--- config.mk ---
export PLATFORM = sky130hd
export DESIGN_NAME = sigma_delta_run_ctrl
export DESIGN_NICKNAME = d
export VERILOG_FILES = /design/src/hdl/sdc_run_pkg.sv /design/src/hdl/sync_if.sv /design/src/hdl/write_sync_stage.sv /design/src/hdl/sigma_delta_run_ctrl.sv
export SDC_FILE = /design/constraint.sdc
export NUM_CORES = 1
export LEC_CHECK = 0
export BUFFER_PORTS_ARGS = -buffer_cell sky130_fd_sc_hd__buf_2
export CAP_MARGIN = 20
export CORE_MARGIN = 3
export CORE_UTILIZATION = 47
export CTS_CLUSTER_DIAMETER = 40
export DETAILED_ROUTE_END_ITERATION = 12
export GPL_TIMING_DRIVEN = 0
export PLACE_DENSITY = 0.77
export RECOVER_POWER = 100
export SYNTH_ARGS = -nofsm -noshare
export SYNTH_HDL_FRONTEND = slang
export SYNTH_SLANG_ARGS = --single-unit
--- constraint.sdc ---
create_clock -name CLK_I -period 2.2 [get_ports CLK_I]
set_clock_uncertainty 0.2 [all_clocks]
set_input_delay 0.22 -clock CLK_I [delete_from_list [all_inputs] [get_ports CLK_I]]
set_output_delay 0.22 -clock CLK_I [all_outputs]
set_load 0.03 [all_outputs]
--- src/hdl/sdc_run_pkg.sv ---
// Shared constants for the sigma-delta converter run control.
package sdc_run_pkg;

    // Register byte offsets
    localparam logic [7:0] CTRL_ADDR      = 8'h00;
    localparam logic [7:0] SYNC_BUSY_ADDR = 8'h04;
    localparam logic [7:0] STATUS_ADDR    = 8'h08;

    // Primary control register field positions
    localparam int ON_REQ_BIT     = 7;
    localparam int KEEP_BIT       = 6;
    localparam int ENABLE_BIT     = 1;
    localparam int SOFT_RESET_BIT = 0;

    // Reset values
    localparam logic [7:0] CTRL_RESET = 8'h00;
    localparam logic [7:0] ZERO_BYTE  = 8'h00;

    // Synchronisation busy register field positions
    localparam int SYNC_SW_BIT = 0;
    localparam int SYNC_EN_BIT = 1;

    // Status register field positions
    localparam int STATUS_RUN_BIT  = 0;
    localparam int STATUS_REQ_BIT  = 1;
    localparam int STATUS_STBY_BIT = 2;

    // Write-synchronisation latency in clock cycles, and request count
    localparam int SYNC_CYCLES = 3;
    localparam int NUM_REQ     = 4;

endpackage

--- src/hdl/sync_if.sv ---
// Handshake between the run control and one write-synchronisation stage.
`timescale 1ns/1ps
interface sync_if;
    logic start;      // Begin a synchronised update
    logic load_value; // Value to apply once synchronised
    logic clear;      // Force applied value to zero at once
    logic busy;       // Synchronisation in progress
    logic value;      // Applied value
    logic done;       // One-cycle pulse when value is applied

    modport owner (output start, output load_value, output clear,
                   input busy, input value, input done);
    modport stage (input start, input load_value, input clear,
                   output busy, output value, output done);
endinterface

--- src/hdl/write_sync_stage.sv ---
// Delayed application of one write-synchronised control bit.
`timescale 1ns/1ps
module write_sync_stage #(
    parameter int SYNC_CYCLES = sdc_run_pkg::SYNC_CYCLES
) (
    input  wire logic clk_i,    // Block clock
    input  wire logic resetn_i, // Asynchronous reset, active low
    sync_if.stage     port      // Owner-facing handshake
);
    localparam int CW = (SYNC_CYCLES > 1) ? $clog2(SYNC_CYCLES) : 1;

    // Refuse a latency that the counter cannot serve
    if (SYNC_CYCLES < 1)
    begin : g_bad_sync
        $error("write_sync_stage: SYNC_CYCLES must be at least 1");
    end

    typedef struct packed {
        logic          busy;
        logic [CW-1:0] cnt;
        logic          pending;
        logic          value;
        logic          done;
    } stage_t;

    stage_t st;
    stage_t next_st;

    // Count down, then apply; a start while busy is dropped by design
    always_comb
    begin
        next_st      = st;
        next_st.done = 1'b0;
        if (st.busy)
        begin
            if (st.cnt == '0)
            begin
                next_st.busy  = 1'b0;
                next_st.value = st.pending;
                next_st.done  = 1'b1;
            end
            else
            begin
                next_st.cnt = st.cnt - 1'b1;
            end
        end
        else if (port.start)
        begin
            next_st.busy    = 1'b1;
            next_st.cnt     = CW'(SYNC_CYCLES - 1);
            next_st.pending = port.load_value;
        end
        // Clear beats a start and a pending update, though an update landing in the same cycle still pulses done
        if (port.clear)
        begin
            next_st.busy  = 1'b0;
            next_st.value = 1'b0;
        end
    end

    // State register
    always_ff @(posedge clk_i or negedge resetn_i)
    begin
        if (!resetn_i)
            st <= '0;
        else
            st <= next_st;
    end

    assign port.busy  = st.busy;
    assign port.value = st.value;
    assign port.done  = st.done;
endmodule

--- src/hdl/sigma_delta_run_ctrl.sv ---
// Run-state control for the sigma-delta converter with register port.
//
// Functional notes
// - Bit 7 of the control register selects request-driven (1) or continuous (0).
// - Request-driven: converter runs only while some peripheral requests it.
// - Request-driven with no request: converter is held disabled.
// - Continuous: converter runs whenever enabled, requests ignored.
// - Standby with keep-alive set: request-driven behaviour as in active mode.
// - Standby with keep-alive clear: converter forced off, requests ignored.
// - On-request bit takes effect at once, no synchronisation or busy flag.
// - Control register at offset zero, resets to zero; enable, soft reset synchronised.
`timescale 1ns/1ps
module sigma_delta_run_ctrl #(
    parameter int NUM_REQ     = sdc_run_pkg::NUM_REQ,
    parameter int SYNC_CYCLES = sdc_run_pkg::SYNC_CYCLES
) (
    input  wire logic               CLK_I,     // 250 MHz block clock
    input  wire logic               RESETN_I,  // Asynchronous reset, active low
    input  wire logic [7:0]         ADDR_I,    // Register byte address
    input  wire logic [7:0]         WDATA_I,   // Register write data
    input  wire logic               WR_I,      // Write strobe
    input  wire logic               RD_I,      // Read strobe
    output logic      [7:0]         RDATA_O,   // Read data, cycle after strobe
    input  wire logic [NUM_REQ-1:0] REQ_I,     // Peripheral run requests
    input  wire logic               STANDBY_I, // Standby sleep active
    output logic                    RUN_O      // Converter running
);

    // Refuse shapes the logic cannot serve
    if (NUM_REQ < 1)
    begin : g_bad_req
        $error("sigma_delta_run_ctrl: NUM_REQ must be at least 1");
    end
    if (SYNC_CYCLES < 1 || SYNC_CYCLES > 6)
    begin : g_bad_sync
        $error("sigma_delta_run_ctrl: SYNC_CYCLES must be 1 to 6");
    end

    typedef struct packed {
        logic       on_req;  // Request-driven mode selected
        logic       keep;    // Keep running in standby
        logic [7:0] rdata;   // Registered read data
        logic       run;     // Registered run decision
    } ctrl_t;

    ctrl_t st;
    ctrl_t next_st;

    logic ctrl_wr;   // Accepted write to the control register
    logic awake;     // Not forced off by standby
    logic demand;    // Mode and requests allow running
    logic any_req;   // Some peripheral is requesting

    sync_if en_if ();
    sync_if sw_if ();

    // Enable bit: applied only after synchronisation
    write_sync_stage #(
        .SYNC_CYCLES (SYNC_CYCLES)
    ) u_enable_sync (
        .clk_i    (CLK_I),
        .resetn_i (RESETN_I),
        .port     (en_if)
    );

    // Soft reset: the reset lands when its synchronisation completes
    write_sync_stage #(
        .SYNC_CYCLES (SYNC_CYCLES)
    ) u_soft_reset_sync (
        .clk_i    (CLK_I),
        .resetn_i (RESETN_I),
        .port     (sw_if)
    );

    // Next-state logic: register writes, soft reset, run decision, read mux
    always_comb
    begin
        next_st = st;
        any_req = |REQ_I;
        // Writes are refused while a soft reset is in flight or landing, since the
        // landing reset would otherwise overwrite them in the same cycle
        ctrl_wr = WR_I && (ADDR_I == sdc_run_pkg::CTRL_ADDR) && !sw_if.busy && !sw_if.done;

        en_if.start      = 1'b0;
        en_if.load_value = WDATA_I[sdc_run_pkg::ENABLE_BIT];
        en_if.clear      = sw_if.done;
        sw_if.start      = 1'b0;
        sw_if.load_value = 1'b1;
        sw_if.clear      = 1'b0;

        if (ctrl_wr)
        begin
            next_st.on_req = WDATA_I[sdc_run_pkg::ON_REQ_BIT];
            next_st.keep   = WDATA_I[sdc_run_pkg::KEEP_BIT];
            // Only a real change of enable starts a synchronisation
            if (WDATA_I[sdc_run_pkg::ENABLE_BIT] != en_if.value && !en_if.busy)
                en_if.start = 1'b1;
            if (WDATA_I[sdc_run_pkg::SOFT_RESET_BIT])
                sw_if.start = 1'b1;
        end

        // Soft reset completion returns the register to its reset value
        if (sw_if.done)
        begin
            next_st.on_req = sdc_run_pkg::CTRL_RESET[sdc_run_pkg::ON_REQ_BIT];
            next_st.keep   = sdc_run_pkg::CTRL_RESET[sdc_run_pkg::KEEP_BIT];
        end

        // Standby forces off unless keep-alive is set
        awake  = !STANDBY_I || st.keep;
        // Continuous mode ignores requests; request mode needs one
        demand = !st.on_req || any_req;
        next_st.run = en_if.value && awake && demand;

        // Read mux; unmapped addresses read as zero
        next_st.rdata = sdc_run_pkg::ZERO_BYTE;
        if (RD_I)
        begin
            case (ADDR_I)
                sdc_run_pkg::CTRL_ADDR:
                begin
                    next_st.rdata[sdc_run_pkg::ON_REQ_BIT]     = st.on_req;
                    next_st.rdata[sdc_run_pkg::KEEP_BIT]       = st.keep;
                    next_st.rdata[sdc_run_pkg::ENABLE_BIT]     = en_if.value;
                    next_st.rdata[sdc_run_pkg::SOFT_RESET_BIT] = sw_if.busy;
                end
                sdc_run_pkg::SYNC_BUSY_ADDR:
                begin
                    next_st.rdata[sdc_run_pkg::SYNC_SW_BIT] = sw_if.busy;
                    next_st.rdata[sdc_run_pkg::SYNC_EN_BIT] = en_if.busy;
                end
                sdc_run_pkg::STATUS_ADDR:
                begin
                    next_st.rdata[sdc_run_pkg::STATUS_RUN_BIT]  = st.run;
                    next_st.rdata[sdc_run_pkg::STATUS_REQ_BIT]  = any_req;
                    next_st.rdata[sdc_run_pkg::STATUS_STBY_BIT] = STANDBY_I;
                end
                default:
                begin
                    next_st.rdata = sdc_run_pkg::ZERO_BYTE;
                end
            endcase
        end
    end

    // State register; reset loads constants only
    always_ff @(posedge CLK_I or negedge RESETN_I)
    begin
        if (!RESETN_I)
        begin
            st.on_req <= sdc_run_pkg::CTRL_RESET[sdc_run_pkg::ON_REQ_BIT];
            st.keep   <= sdc_run_pkg::CTRL_RESET[sdc_run_pkg::KEEP_BIT];
            st.rdata  <= sdc_run_pkg::ZERO_BYTE;
            st.run    <= 1'b0;
        end
        else
        begin
            st <= next_st;
        end
    end

    // Outputs straight from flip-flops
    assign RDATA_O = st.rdata;
    assign RUN_O   = st.run;
endmodule

==> results.sh <==
export IMPL_status="finished clean"
export IMPL_period_share=0.9427
export IMPL_grt_pass1_vias=708
export IMPL_ir_drop_mv=0.3263
export IMPL_port_buffer_count=25
export IMPL_r2r_slack_ns=0.30
export IMPL_num_vias=748
export IMPL_hold_ws_ns=0.05858
export IMPL_setup_tns_ns=0
export IMPL_synth_cell_types=34
export IMPL_routabilityCongestion=0.7447
export IMPL_worstSkewPairLatency_ns=0.30
export IMPL_top_usage_layer="met2"
export IMPL_pwr_share_comb=0.125
export IMPL_synth_cells=89
export IMPL_groute_usage_overall=0.1596
export IMPL_start_kind="primary input"
export IMPL_fp_dieH_um=49.54
export IMPL_switching_share=0.2446
export IMPL_synth_edff_count=0
export IMPL_drive_above_1_share=0.2578
export IMPL_reg2reg_depth=4
export IMPL_switching_power_uw=135.4
export IMPL_drt_wl_total_um=1737
export IMPL_final_area_um2=1130
export IMPL_p_leak_uw=0.0005555
export IMPL_post_drt_wl_per_cell_um=11.35
export IMPL_fp_row_count=15
export IMPL_yosysTopAreaCellShare=0.4775
export IMPL_grt_max_degree=18
export IMPL_io_pins=34
export IMPL_cts_buffer_depth=2
export IMPL_critPathMaxFanout=8
export IMPL_clock_sinks=17
export IMPL_critical_path_startpoint="ADDR_I[3]"
export IMPL_post_dp_hpwl_um=1342
export IMPL_clk_pin_slew_worst_paths_ns=0.10
export IMPL_synth_async_reset_ratio=1.000
export IMPL_slew_viol_final=0
export IMPL_yosysSeqAreaShare=0.4775
export IMPL_critPathKind="in2reg"
export IMPL_cts_root_buffer="clkbuf_4"
export IMPL_yosys_top_cells_area="dfrtp_1 48%, buf_4 6.7%, inv_1 3.8%, nor2_1 2.9%, ha_1 2.8%"
export IMPL_tightestPinTransition_ns=0.8867
export IMPL_layout_min_cycle_time_ns=2.074
export IMPL_n_antenna_cell=0
export IMPL_cts_hold_buf=8
export IMPL_post_route_drc_count=0
export IMPL_synth_common_cells="17 x dfrtp_1, 9 x inv_1, 8 x buf_4"
export IMPL_synth_most_common_cell="dfrtp_1"
export IMPL_die_area_um2=2454
export IMPL_max_freq_ghz=0.4822
export IMPL_antenna_found_initial=0
export IMPL_use_met2=0.2709
export IMPL_syn_area_um2=890.9
export IMPL_cts_tree="built"
export IMPL_yosysWarnings=0
export IMPL_hold_viol=0
export IMPL_area_delta_synth_final_pct=26.83
export IMPL_p_int_uw=418.1
export IMPL_synth_ff_latch_count=17
export IMPL_grt_setup_unrepaired="false"
export IMPL_setup_viol=0
export IMPL_endpoint_kind="flop"
export IMPL_place_area_um2=1055
export IMPL_nets=156
export IMPL_antenna_left=0
export IMPL_grt_pass1_wl_um=2960
export IMPL_holdPathStages=4
export IMPL_use_met1=0.1804
export IMPL_syn_avg_cell_area_um2=10.01
export IMPL_coreArea_um2=1764
export IMPL_yosysTopAreaCell="dfrtp_1"
export IMPL_post_cts_buffers=0
export IMPL_clockPowerShare=0.298
export IMPL_dieWidth_um=49.54
export IMPL_fill_cells=162
export IMPL_max_cap_violations=0
export IMPL_required_ns=2.20
export IMPL_arrival_ns=2.07
export IMPL_cts_htree_levels=1
export IMPL_timing_rr_start="u_soft_reset_sync.port.busy"
export IMPL_synth_ff_type="dfrtp_1"
export IMPL_pwr_density_cell_nw_per_um2=489.9
export IMPL_drtPass1Iterations=3
export IMPL_first_iter_violations=3
export IMPL_post_cts_resized=0
export IMPL_use_met3=0.05136
export IMPL_vias_per_cell=4.889
export IMPL_hp_class="in2reg"
export IMPL_seq_power_share=0.577
export IMPL_hp_start="WDATA_I[0]"
export IMPL_start_util=0.5050
export IMPL_slew_headroom=0.4088
export IMPL_cts_made_buffers=3
export IMPL_overflow=0
==> final timing paths <==
check,to
hold reg to reg,u_soft_reset_sync.st[3]
setup / recovery,u_enable_sync.st[3]
setup reg to reg,u_enable_sync.st[3]
hold / removal,u_soft_reset_sync.port.busy
min in group asynchronous,st[9]
max in group asynchronous,RUN_O
==> through the flow <==
stage / power [uW] / util / setup WS [ns] / std cells
6_report: 553.5 / 0.6404 / 0.1261 / 153
5_1_grt: 579.8 / 0.6404 / 0.04889 / 153
4_1_cts: 570.2 / 0.6589 / 0.1639 / 153
3_5_place_dp: 390.5 / 0.5979 / 0.3228 / 141
3_3_place_gp: 387.1 / 0.5979 / 0.3299 / 141
2_1_floorplan: 358.5 / - / 0.4413 / 91
==> flip-flops by register name, indices dropped and copies added (netlist names) <==
register	cells
u_soft_reset_sync.st	2
u_enable_sync.port.value	1
st	2
u_enable_sync.st	3
RUN_O	1
RDATA_O	5
u_soft_reset_sync.port.done	1
u_enable_sync.port.busy	1
u_soft_reset_sync.port.busy	1
==> critical path: stages <==
cell	delay [ns]
dlygate4sd3_1	0.53
clkbuf_1	0.19
nor4b_2	0.27
nand3_2	0.20
or3_1	0.43
a31o_1	0.23
==> layer usage <==
layer | part of all wire | up-vias
met5 | 0 | -
met4 | 0.020 | 0
met3 | 0.070 | 4
met2 | 0.51 | 23
met1 | 0.40 | 346
li1 | - | 375
==> power groups by stage <==
stage / sequential (uW) / clock [uW] / combinational [uW]
final: 319 / 165 / 69.2
after global routing: 320 / 182 / 77.8
after CTS: 319 / 176 / 74.7
after detailed placement: 325 / 0 / 65.0
after global placement: 325 / 0 / 62.3
after floorplan: 325 / 0 / 34.0
==> cell usage in the layout, fill, tap and decap left out, drive strengths merged, types with 2 or more instances in the layout <==
cell and count:
nand3 4, buf 25, nor4 4, clkbuf 14
ha 2, a21oi 4, nor4b 2, dlygate4sd3 8
nand2 6, inv 9, nor2 7, conb 3
o21ai 2, mux2i 2, or3 3, dfrtp 17
nand2b 2
==> final cells by class <==
class	instances	area (um2)	share of cell area
buffer	11	71.32	0.06312
clock buffer	3	22.52	0.01993
clock inverter	1	5.005	0.004430
inverter	9	33.78	0.02990
multi-input combinational	54	345.3	0.3056
sequential	17	425.4	0.3765
tap	25	31.28	0.02769
timing repair buffer	33	195.2	0.1728
==> logic make-up (layout without fill, tap and decap cells) <==
family                     after synthesis  count (layout)  share of synthesized area
adders and majority gates                2               2                    0.02809
AOI/OAI and AO/OA                       15              15                     0.1194
buffers and inverters                   20              57                     0.1264
DFF                                     17              17                     0.4775
other                                    1               3                   0.004209
muxes                                    2               2                    0.02247
and+or+nand+nor                         31              31                     0.2121
xor gates and xnor gates                 1               1                   0.009833
No activity file was read; power rests on OpenSTA's default activity.
